File: src/verilog/fdp_pkg.sv
// package: register layout, reset values and carriers for phase control
package fdp_pkg;
  // byte addresses of the register; the phase register sits at 0x8
  localparam logic [3:0]  ADDR_W             = 4'h4;
  localparam logic [3:0]  PHASE_CFG_LO_ADDR  = 4'h8;
  localparam logic [3:0]  PHASE_CFG_HI_ADDR  = 4'h9;
  localparam logic [3:0]  STATUS_ADDR        = 4'hC;
  // field positions inside the 16-bit register
  localparam int          APPLY_NOW_BIT      = 15;
  localparam int          APPLY_SYNC_BIT     = 14;
  localparam int          SLOW_FREQ_BIT      = 13;
  localparam int          PHASE_MSB          = 9;
  // reset values
  localparam logic [9:0]  PHASE_RESET        = 10'h3F0;
  localparam logic        APPLY_SYNC_RESET   = 1'b1;
  localparam logic        SLOW_FREQ_RESET    = 1'b0;
  // slot indices of the tiny staging memory
  localparam logic [0:0]  SLOT_STAGED        = 1'h0;
  localparam logic [0:0]  SLOT_COMMITTED     = 1'h1;

  // register bus request
  typedef struct packed {
    logic [3:0]  addr;
    logic [7:0]  wdata;
    logic        wr;
    logic        rd;
  } fdp_bus_req_t;

  // phase request towards the divider
  typedef struct packed {
    logic        valid;
    logic [9:0]  offset;
  } fdp_phase_req_t;
endpackage : fdp_pkg

File: src/verilog/fdp_phase_store.sv
// two-slot phase store with registered read port
`timescale 1ns/100ps
`default_nettype none
module fdp_phase_store (
  input  wire logic        sys_clk_in,
  input  wire logic        rst_n_in,
  input  wire logic        we_in,
  input  wire logic [0:0]  waddr_in,
  input  wire logic [9:0]  wdata_in,
  input  wire logic [0:0]  raddr_in,
  output logic      [9:0]  rdata_out
);
  logic [9:0] mem [2];

  // both slots come out of reset at the documented offset
  always_ff @(posedge sys_clk_in)
  begin
    if (!rst_n_in)
    begin
      mem[0] <= fdp_pkg::PHASE_RESET;
      mem[1] <= fdp_pkg::PHASE_RESET;
    end
    else if (we_in)
      mem[waddr_in] <= wdata_in;
  end

  // registered read; bypass keeps a same-cycle write visible next cycle
  always_ff @(posedge sys_clk_in)
  begin
    if (!rst_n_in)
      rdata_out <= fdp_pkg::PHASE_RESET;
    else if (we_in && waddr_in == raddr_in)
      rdata_out <= wdata_in;
    else
      rdata_out <= mem[raddr_in];
  end
endmodule : fdp_phase_store
`default_nettype wire

File: src/verilog/fdp_phase_ctrl.sv
// phase offset control register bank for the fractional output divider
`timescale 1ns/100ps
`default_nettype none
// Functional notes
// - phase offset is signed quarter-period steps
// - phase offset resets to 0x3F0
// - offset commits on write of top byte
// - writing apply-now one applies committed offset
// - apply-now holds until adjustment completes
// - apply-on-sync applies offset at each sync that arrives while idle
module fdp_phase_ctrl (
  input  wire logic                   sys_clk_in,
  input  wire logic                   rst_n_in,
  input  wire fdp_pkg::fdp_bus_req_t  bus_in,
  output logic [7:0]                  rdata_out,
  input  wire logic                   div_sync_in,
  input  wire logic                   adj_done_in,
  output fdp_pkg::fdp_phase_req_t     phase_req_out,
  output logic                        adj_busy_out,
  output logic                        slow_freq_en_out
);
  typedef enum logic [1:0] {FDP_IDLE, FDP_LOAD, FDP_WAIT} fdp_state_t;

  fdp_state_t  state;
  logic [7:0]  staged_lo;
  logic [1:0]  staged_hi;
  logic        apply_now;
  logic        apply_sync;
  logic        slow_en;
  logic        now_req;
  logic        sync_req;
  logic        now_pend;
  logic        commit;
  logic [9:0]  store_wdata;
  logic [9:0]  committed;

  // register layout, one byte per address:
  //   low byte  - offset bits 7:0, staged until the high byte lands
  //   high byte - bit 7 apply-now, bit 6 apply-on-sync, bit 5 slow enable,
  //               bits 4:2 reserved and never stored, bits 1:0 offset 9:8
  //   status    - bits 2:1 committed offset 9:8, bit 0 sequencer active
  // software writes the low byte first and the high byte last; a high
  // byte written alone re-commits the old low byte with new top bits,
  // which is legal but rarely what is wanted
  // the offset is signed in quarter vco periods; the reset value sits
  // sixteen steps early so an integer ratio starts out lined up with
  // the integer output divider
  // a held apply-now costs one flop but keeps every 0->1 write honoured

  // sequencer activity, read by busy, status and the held request
  function automatic logic is_active(input fdp_state_t s);
    is_active = (s != FDP_IDLE);
  endfunction : is_active

  // byte-wide register write decode
  // one compare per address keeps the decode in one place
  function automatic logic hit(input fdp_pkg::fdp_bus_req_t r,
                               input logic [3:0] a);
    hit = r.wr && (r.addr == a);
  endfunction : hit

  // writing the byte with bits 9:8 is the commit point
  assign commit      = hit(bus_in, fdp_pkg::PHASE_CFG_HI_ADDR);
  assign store_wdata = {bus_in.wdata[1:0], staged_lo};

  // low byte is only staged; the divider never sees a half-written value
  always_ff @(posedge sys_clk_in)
  begin
    if (!rst_n_in)
      staged_lo <= fdp_pkg::PHASE_RESET[7:0];
    else if (hit(bus_in, fdp_pkg::PHASE_CFG_LO_ADDR))
      staged_lo <= bus_in.wdata;
  end

  // top two bits kept for readback of the staged word
  // they change only together with the commit, never on their own
  always_ff @(posedge sys_clk_in)
  begin
    if (!rst_n_in)
      staged_hi <= fdp_pkg::PHASE_RESET[9:8];
    else if (commit)
      staged_hi <= bus_in.wdata[1:0];
  end

  // committed offset lives in the store, slot one
  // slot zero is spare; the store keeps the read registered so the
  // apply pulse and its offset both launch from flops
  fdp_phase_store u_store (
    .sys_clk_in (sys_clk_in),
    .rst_n_in   (rst_n_in),
    .we_in      (commit),
    .waddr_in   (fdp_pkg::SLOT_COMMITTED),
    .wdata_in   (store_wdata),
    .raddr_in   (fdp_pkg::SLOT_COMMITTED),
    .rdata_out  (committed)
  );

  // control bits; bits 12:10 are not stored at all
  // the top-byte write is the only place these bits change
  always_ff @(posedge sys_clk_in)
  begin
    if (!rst_n_in)
    begin
      apply_sync <= fdp_pkg::APPLY_SYNC_RESET;
      slow_en    <= fdp_pkg::SLOW_FREQ_RESET;
    end
    else if (commit)
    begin
      apply_sync <= bus_in.wdata[fdp_pkg::APPLY_SYNC_BIT - 8];
      slow_en    <= bus_in.wdata[fdp_pkg::SLOW_FREQ_BIT - 8];
    end
  end

  // 0->1 write of apply-now requests an adjustment
  assign now_req  = commit && bus_in.wdata[fdp_pkg::APPLY_NOW_BIT - 8]
                    && !apply_now;
  assign sync_req = div_sync_in && apply_sync;

  // a 0->1 write of apply-now that lands while a sync adjustment runs is
  // held here and launched once the sequencer is idle again, so the
  // request is never silently lost
  always_ff @(posedge sys_clk_in)
  begin
    if (!rst_n_in)
      now_pend <= 1'b0;
    else if (now_req && is_active(state))
      now_pend <= 1'b1;
    else if (!is_active(state))
      now_pend <= 1'b0;
  end

  // apply sequencer; LOAD waits one cycle so the store read settles
  // sync events that arrive while busy are dropped; only apply-now is
  // held, since software expects its own write to take effect
  always_ff @(posedge sys_clk_in)
  begin
    if (!rst_n_in)
      state <= FDP_IDLE;
    else
      case (state)
        FDP_IDLE:
          if (now_req || sync_req || now_pend)
            state <= FDP_LOAD;
        FDP_LOAD:
          state <= FDP_WAIT;
        FDP_WAIT:
          if (adj_done_in)
            state <= FDP_IDLE;
        default:
          state <= FDP_IDLE;
      endcase
  end

  // apply-now self-clears; writing zero never clears it early
  // it stays up while a held request still has to run
  always_ff @(posedge sys_clk_in)
  begin
    if (!rst_n_in)
      apply_now <= 1'b0;
    else if (now_req)
      apply_now <= 1'b1;
    else if (state == FDP_WAIT && adj_done_in && !now_pend)
      apply_now <= 1'b0;
  end

  // one-cycle apply pulse carrying the signed quarter-step offset
  // the offset follows the committed value every cycle; the divider
  // only takes it while valid is high
  always_ff @(posedge sys_clk_in)
  begin
    if (!rst_n_in)
      phase_req_out <= '0;
    else
    begin
      phase_req_out.valid  <= (state == FDP_LOAD);
      phase_req_out.offset <= committed;
    end
  end

  // busy rises with the request itself, so software polling right after
  // the write never sees a gap before the sequencer leaves idle
  always_ff @(posedge sys_clk_in)
  begin
    if (!rst_n_in)
      adj_busy_out <= 1'b0;
    else
      adj_busy_out <= is_active(state) || now_req || sync_req || now_pend;
  end

  // slow enable mirrored to a flop so the pin never glitches
  always_ff @(posedge sys_clk_in)
  begin
    if (!rst_n_in)
      slow_freq_en_out <= fdp_pkg::SLOW_FREQ_RESET;
    else
      slow_freq_en_out <= slow_en;
  end

  // read data one cycle after the strobe, zero otherwise
  // reads have no side effects, so software may poll freely
  always_ff @(posedge sys_clk_in)
  begin
    if (!rst_n_in)
      rdata_out <= 8'h00;
    else if (!bus_in.rd)
      rdata_out <= 8'h00;
    else
      case (bus_in.addr)
        fdp_pkg::PHASE_CFG_LO_ADDR:
          rdata_out <= staged_lo;
        fdp_pkg::PHASE_CFG_HI_ADDR:
          rdata_out <= {apply_now, apply_sync, slow_en, 3'h0,
                        staged_hi};
        fdp_pkg::STATUS_ADDR:
          rdata_out <= {5'h00, committed[9:8],
                        is_active(state)};
        default:
          rdata_out <= 8'h00;
      endcase
  end
endmodule : fdp_phase_ctrl
`default_nettype wire

File: config.mk
export PLATFORM = sky130hd
export DESIGN_NAME = fdp_phase_ctrl
export DESIGN_NICKNAME = d
export VERILOG_FILES = /design/src/verilog/fdp_pkg.sv /design/src/verilog/fdp_phase_store.sv /design/src/verilog/fdp_phase_ctrl.sv
export SDC_FILE = /design/constraint.sdc
export NUM_CORES = 1
export LEC_CHECK = 0
export BUFFER_PORTS_ARGS = -buffer_cell sky130_fd_sc_hd__buf_2
export CORE_MARGIN = 2
export CORE_UTILIZATION = 53
export DETAILED_ROUTE_END_ITERATION = 16
export GPL_TIMING_DRIVEN = 0
export PLACE_DENSITY = 0.77
export SYNTH_ARGS = -nofsm -noshare
export SYNTH_HDL_FRONTEND = slang
export SYNTH_SLANG_ARGS = --single-unit
File: constraint.sdc
create_clock -name sys_clk_in -period 2.18 [get_ports sys_clk_in]
set_clock_uncertainty 0.2 [all_clocks]
set_input_delay 0.545 -clock sys_clk_in [delete_from_list [all_inputs] [get_ports sys_clk_in]]
set_output_delay 0.545 -clock sys_clk_in [all_outputs]
set_load 0.02 [all_outputs]
# After elaboration in Yosys (flattened, before gate mapping)
# Memory sizes are Yosys's and may differ from the RTL's. A register that Yosys moved wholly into a read port is not among the register bits.
# Index checks and enable logic that the tools add are counted.
# word_totals
n_memories	1
ram_bits	20
in_bits	18
reg_bits	37
out_inout_bits	21
# mem_list
memory	words	word_bits	read_ports	rd_clocked_by_memory_dff	wr	line_no	rtl
u_store.mem	2	10	1	1	2	fdp_phase_store.sv:13	logic [9:0] mem [2];
# op_classes
n_bitwise	1
n_mux	13
n_eq_ne	8
reduce_logical	21
# op_table
cell	count
$pmux W8 S3	1
$eq A4 B4 Y1 const B	3
$mux W10	1
$logic_and A1 B1 Y1	8
$mux W1	8
$pmux W2 S3	1
$logic_or A1 B1 Y1	5
$mux W2	2
$ne A2 B2 Y1 const B	2
$reduce_and A2 Y1	2
$reduce_bool A2 Y1	2
$logic_not A1 Y1	3
$eq A2 B1 Y1 const B	1
$eq A2 B2 Y1 const B	1
$logic_not A2 Y1	1
$ne A2 B1 Y1 const B	1
$or A1 B1 Y1	1

# Logic depth before layout (Yosys ltp)
# logic_depth
depth_word	8
ltp_mapped	5
mapped_depth_nobuf	4

# By module
# Synthesis repeated with hierarchy kept, for this count alone.
# hier_totals
hier_cells	233
area_unflattened_um2	2615.0
# by_module_without_submodules
mod	instances	cells_per_inst	area_each_um2	seq_area_each_um2
fdp_phase_ctrl	1	139	1373.8	740.7
fdp_phase_store	1	94	1241.2	800.8

# Worst setup path before layout
# OpenSTA, ideal clock, no wires.
# synth_path
path_kind	input port to flip-flop
start	input port bus_in[12] (netlist name)
end	memory u_store.mem[1][0], enable pin
arrival_ps	1272
setup_ps	330
setup_slack_ps	378
t_required_ps	1650
path_buffers	1
stages	4
path_cell_list	buf_6 and4bb_4 a21oi_4 inv_2
# synth_rtl
element	line_no	rtl
from (decl)	fdp_phase_ctrl.sv:14	input wire fdp_pkg::fdp_bus_req_t bus_in,
to (decl)	fdp_phase_store.sv:13	

==> flow_summary.ini <==
[floorplanning]
dieHeight_um = 66.22
core_area_um2 = 3689
row_count = 22
top_level_ports = 39
die_area_um2 = 4385
initial_utilization_pct = 55.63
overall_die_width_um = 66.22

[logic_synthesis]
yosysSeqAreaShare_pct = 60.49
synth-seq-cells = 57
synthCells = 169
syn_area_per_cell_um2 = 12.14
postSynthNetCount = 187
synth-async-reset-ratio_pct = 0
synth_enable_flop_cells = 10
synthesis.area_um2 = 2052
synth_warnings = 0
postSynth.topFlopCell = sky130_fd_sc_hd__dfxtp_1
number_of_distinct_standard_cells_referenced_by_the_synthesized_netlist = 33

[timing]
post_route_setup_slack_ns = 0.5117
report.final.hold_viol_count = 0
post-route-period-util_pct = 76.53
finalSetupTns_ns = 0
worst_slew_pin_slew_ns = 0.4284
slew_viol_final = 0
timing.final.crit_period_ns = 1.668
final-setup-viol-count = 0
whs_ns = 0.2347
fmaxAchievable_ghz = 0.5994
rsz0062_at_grt = no
max_slew_margin_pct = 71.44

[setup_path]
critical_path.cell_chain = buf_2 > and4bb_4 > a21oi_4 > inv_2
endpoint = u_store.mem[1][8]$_SDFFCE_PN1P_
critical_path.max_fanout = 19
max_stage_delay_ns = 0.37
worst-path-buf-inv = 2
crit_cells = 4
startpoint_class_of_the_critical_path = primary input
timing.rr.start = state[0]$_SDFFE_PN0P_
cp_max_delay_cell = sky130_fd_sc_hd__and4bb_4
r2r-end = rdata_out[0]$_SDFF_PN0_
worstRegToRegCells = 3
crit_path_end_kind = flip-flop
critical_path.startpoint = bus_in[11]
critical_path_class = in -> reg
timing.critical_path.required_ns = 1.96
timing.reg2reg.setup_slack_ns = 1.02
critical_path_arrival_ns = 1.45
cell_class_contributing_the_biggest_share_of_worst_path_delay = buffers and inverters

[global_route]
pin_count_of_the_biggest_net_entering_global_routing = 20
first_pass_grt_wire_length_um = 7017
antenna_found_initial = 0
number_of_global_route_vias_before_repair = 1479
global_route.usage.total_pct = 22.23
grt-ovfl-total = 0

[cts]
cts_hold_repair.buffers = 0
cts.htree.levels = 3
clkLatencyLatePin_ns = 0.32
cts_setup_buffers = 0
clockRootBuffer = sky130_fd_sc_hd__clkbuf_8
cts-buffers-inserted = 9
clk_slew_on_worst_s_h_paths_ns = 0.06
cts_tree = done
cts.sink_count = 57
worst_case_clock_buffer_depth = 2
postCtsResizedCells = 0

[cells_and_area]
post_route_cells_drive_above_1_share_pct = 31.08
most_frequent_standard_cell_in_the_layout_excluding_fill_and_tap_cells = sky130_fd_sc_hd__dfxtp_1
antennaDiodeCount = 0
utilization_pct = 67.40
final_net_count = 235
final_cell_area_um2 = 2486
commonest_cells_after_routing_fill_and_taps_aside = sky130_fd_sc_hd__dfxtp_1, sky130_fd_sc_hd__buf_2, sky130_fd_sc_hd__and2_1
syn2layout_area_growth_pct = 21.16
fin_cells = 270

[routing]
first_pass_iters = 4
drc = 0
vias_per_cell = 5.389
routed_wire_length_per_instance_um = 15.53
via_count = 1455
drtIter0Drc = 70
route.final.wire_length_um = 4194
detail-route-antenna-nets = 0

[power]
power.switching_fraction_pct = 21.98
p_int_mw = 1.718
power.share.sequential_pct = 50.5
switchingPower_uw = 484.1
ir_worst_vdd_mv = 0.4955
p_per_area_nw_per_um2 = 885.9
clkPwrFrac_pct = 42.7
share_of_total_power_in_combinational_logic_pct = 6.9
report.power.total_mw = 2.203
leak_pwr_nw = 1.011

[worst_hold_path]
hold_class = reg -> reg

[placement]
detailedPlacementHpwl_um = 2792
pre_cts_slack_ns = 0.1778
number_of_placed_instances_with_taps_included = 254
postPlaceCellArea_um2 = 2297
port_buffers = 37
globalplace.congestion = 0.7944

[status]
status = finished clean

[job]
max_cap_viol_count = 0
how the worst min path moves through the flow:
| stage | from | to | slack [ns] | depth (start not counted) |
|---|---|---|---|---|
| 2_1_floorplan | u_store.rdata_out[0]$_SDFF_PN0_ | phase_req_out[0]$_SDFF_PN0_ | 0.21 | 1 |
| 3_3_place_gp | u_store.rdata_out[3]$_SDFF_PN0_ | phase_req_out[3]$_SDFF_PN0_ | 0.22 | 1 |
| 3_5_place_dp | u_store.rdata_out[2]$_SDFF_PN0_ | phase_req_out[2]$_SDFF_PN0_ | 0.22 | 1 |
| 4_1_cts | u_store.rdata_out[2]$_SDFF_PN0_ | phase_req_out[2]$_SDFF_PN0_ | 0.24 | 1 |
| 5_1_grt | u_store.rdata_out[3]$_SDFF_PN0_ | phase_req_out[3]$_SDFF_PN0_ | 0.25 | 1 |
| 6_report | u_store.rdata_out[5]$_SDFF_PN1_ | phase_req_out[5]$_SDFF_PN0_ | 0.23 | 1 |
logic make-up (layout without fill, tap and decap cells):
kind of cell	count (synthesis)	after routing	share of synthesized area, %
simple gates	60	60	19.27
buf+inv	11	64	4.084
flops	57	57	60.49
mux	6	6	2.927
compound gates	35	35	13.23
Yosys cell counts (2+ instances only):
cell	count	share of area (%)
sky130_fd_sc_hd__nor3_1	5	1.2
sky130_fd_sc_hd__o22a_1	9	3.8
sky130_fd_sc_hd__buf_6	3	1.6
sky130_fd_sc_hd__inv_2	3	0.55
sky130_fd_sc_hd__nand2_1	2	0.37
sky130_fd_sc_hd__nand2b_1	8	2.4
sky130_fd_sc_hd__a2bb2oi_1	2	0.85
sky130_fd_sc_hd__a21oi_1	5	1.2
sky130_fd_sc_hd__dfxtp_1	47	46
sky130_fd_sc_hd__buf_4	2	0.73
sky130_fd_sc_hd__a22o_1	5	2.1
sky130_fd_sc_hd__nand3_1	12	2.9
sky130_fd_sc_hd__o21ai_0	9	2.2
sky130_fd_sc_hd__and2_1	18	5.5
sky130_fd_sc_hd__mux2i_1	6	2.9
sky130_fd_sc_hd__nor2_1	6	1.1
sky130_fd_sc_hd__or2_2	2	0.61
sky130_fd_sc_hd__edfxtp_1	10	15
worst reg2reg max path, delay by kind of cell (launching register included):
kind,cells,cell delay [ns]
AO/OA/AOI/OAI,1,0.14
flip-flops,1,0.31
AND/OR/NAND/NOR,2,0.39
cell type report:
type,count,area (um^2)
multi-input combinational,101,726.9
sequential,57,1241
clock buffer,13,148.9
inverter,3,11.26
tap,48,60.06
timing repair buffer,37,185.2
clock inverter,3,40.04
fill,290,1202
buffer,8,72.57
power by group through the flow:
stage | Combinational (mW) | Clock, mW | Sequential [mW]
floorplan | 0.0799 | 0 | 1.15
global placement | 0.148 | 0 | 1.13
detailed placement | 0.151 | 0 | 1.13
CTS | 0.152 | 0.951 | 1.11
global route | 0.165 | 0.998 | 1.11
finish | 0.151 | 0.940 | 1.11
routing by layer:
layer	track usage, %	wire length, um	vias to the layer above
li1	-	-	699
met2	34.63	2117	51
met4	11.99	86	0
met5	0	0	-
met1	27.95	1746	696
met3	5.963	243	9
flip-flops by register name (all words and copies together) (netlist names):
name               flops
staged_hi              2
state                  2
adj_busy_out           1
now_pend               1
slow_en                1
apply_sync             1
u_store.rdata_out     10
u_store.mem           10
apply_now              1
rdata_out              8
slow_freq_en_out       1
staged_lo              8
phase_req_out         11
Power figures use the tool's default switching activity.
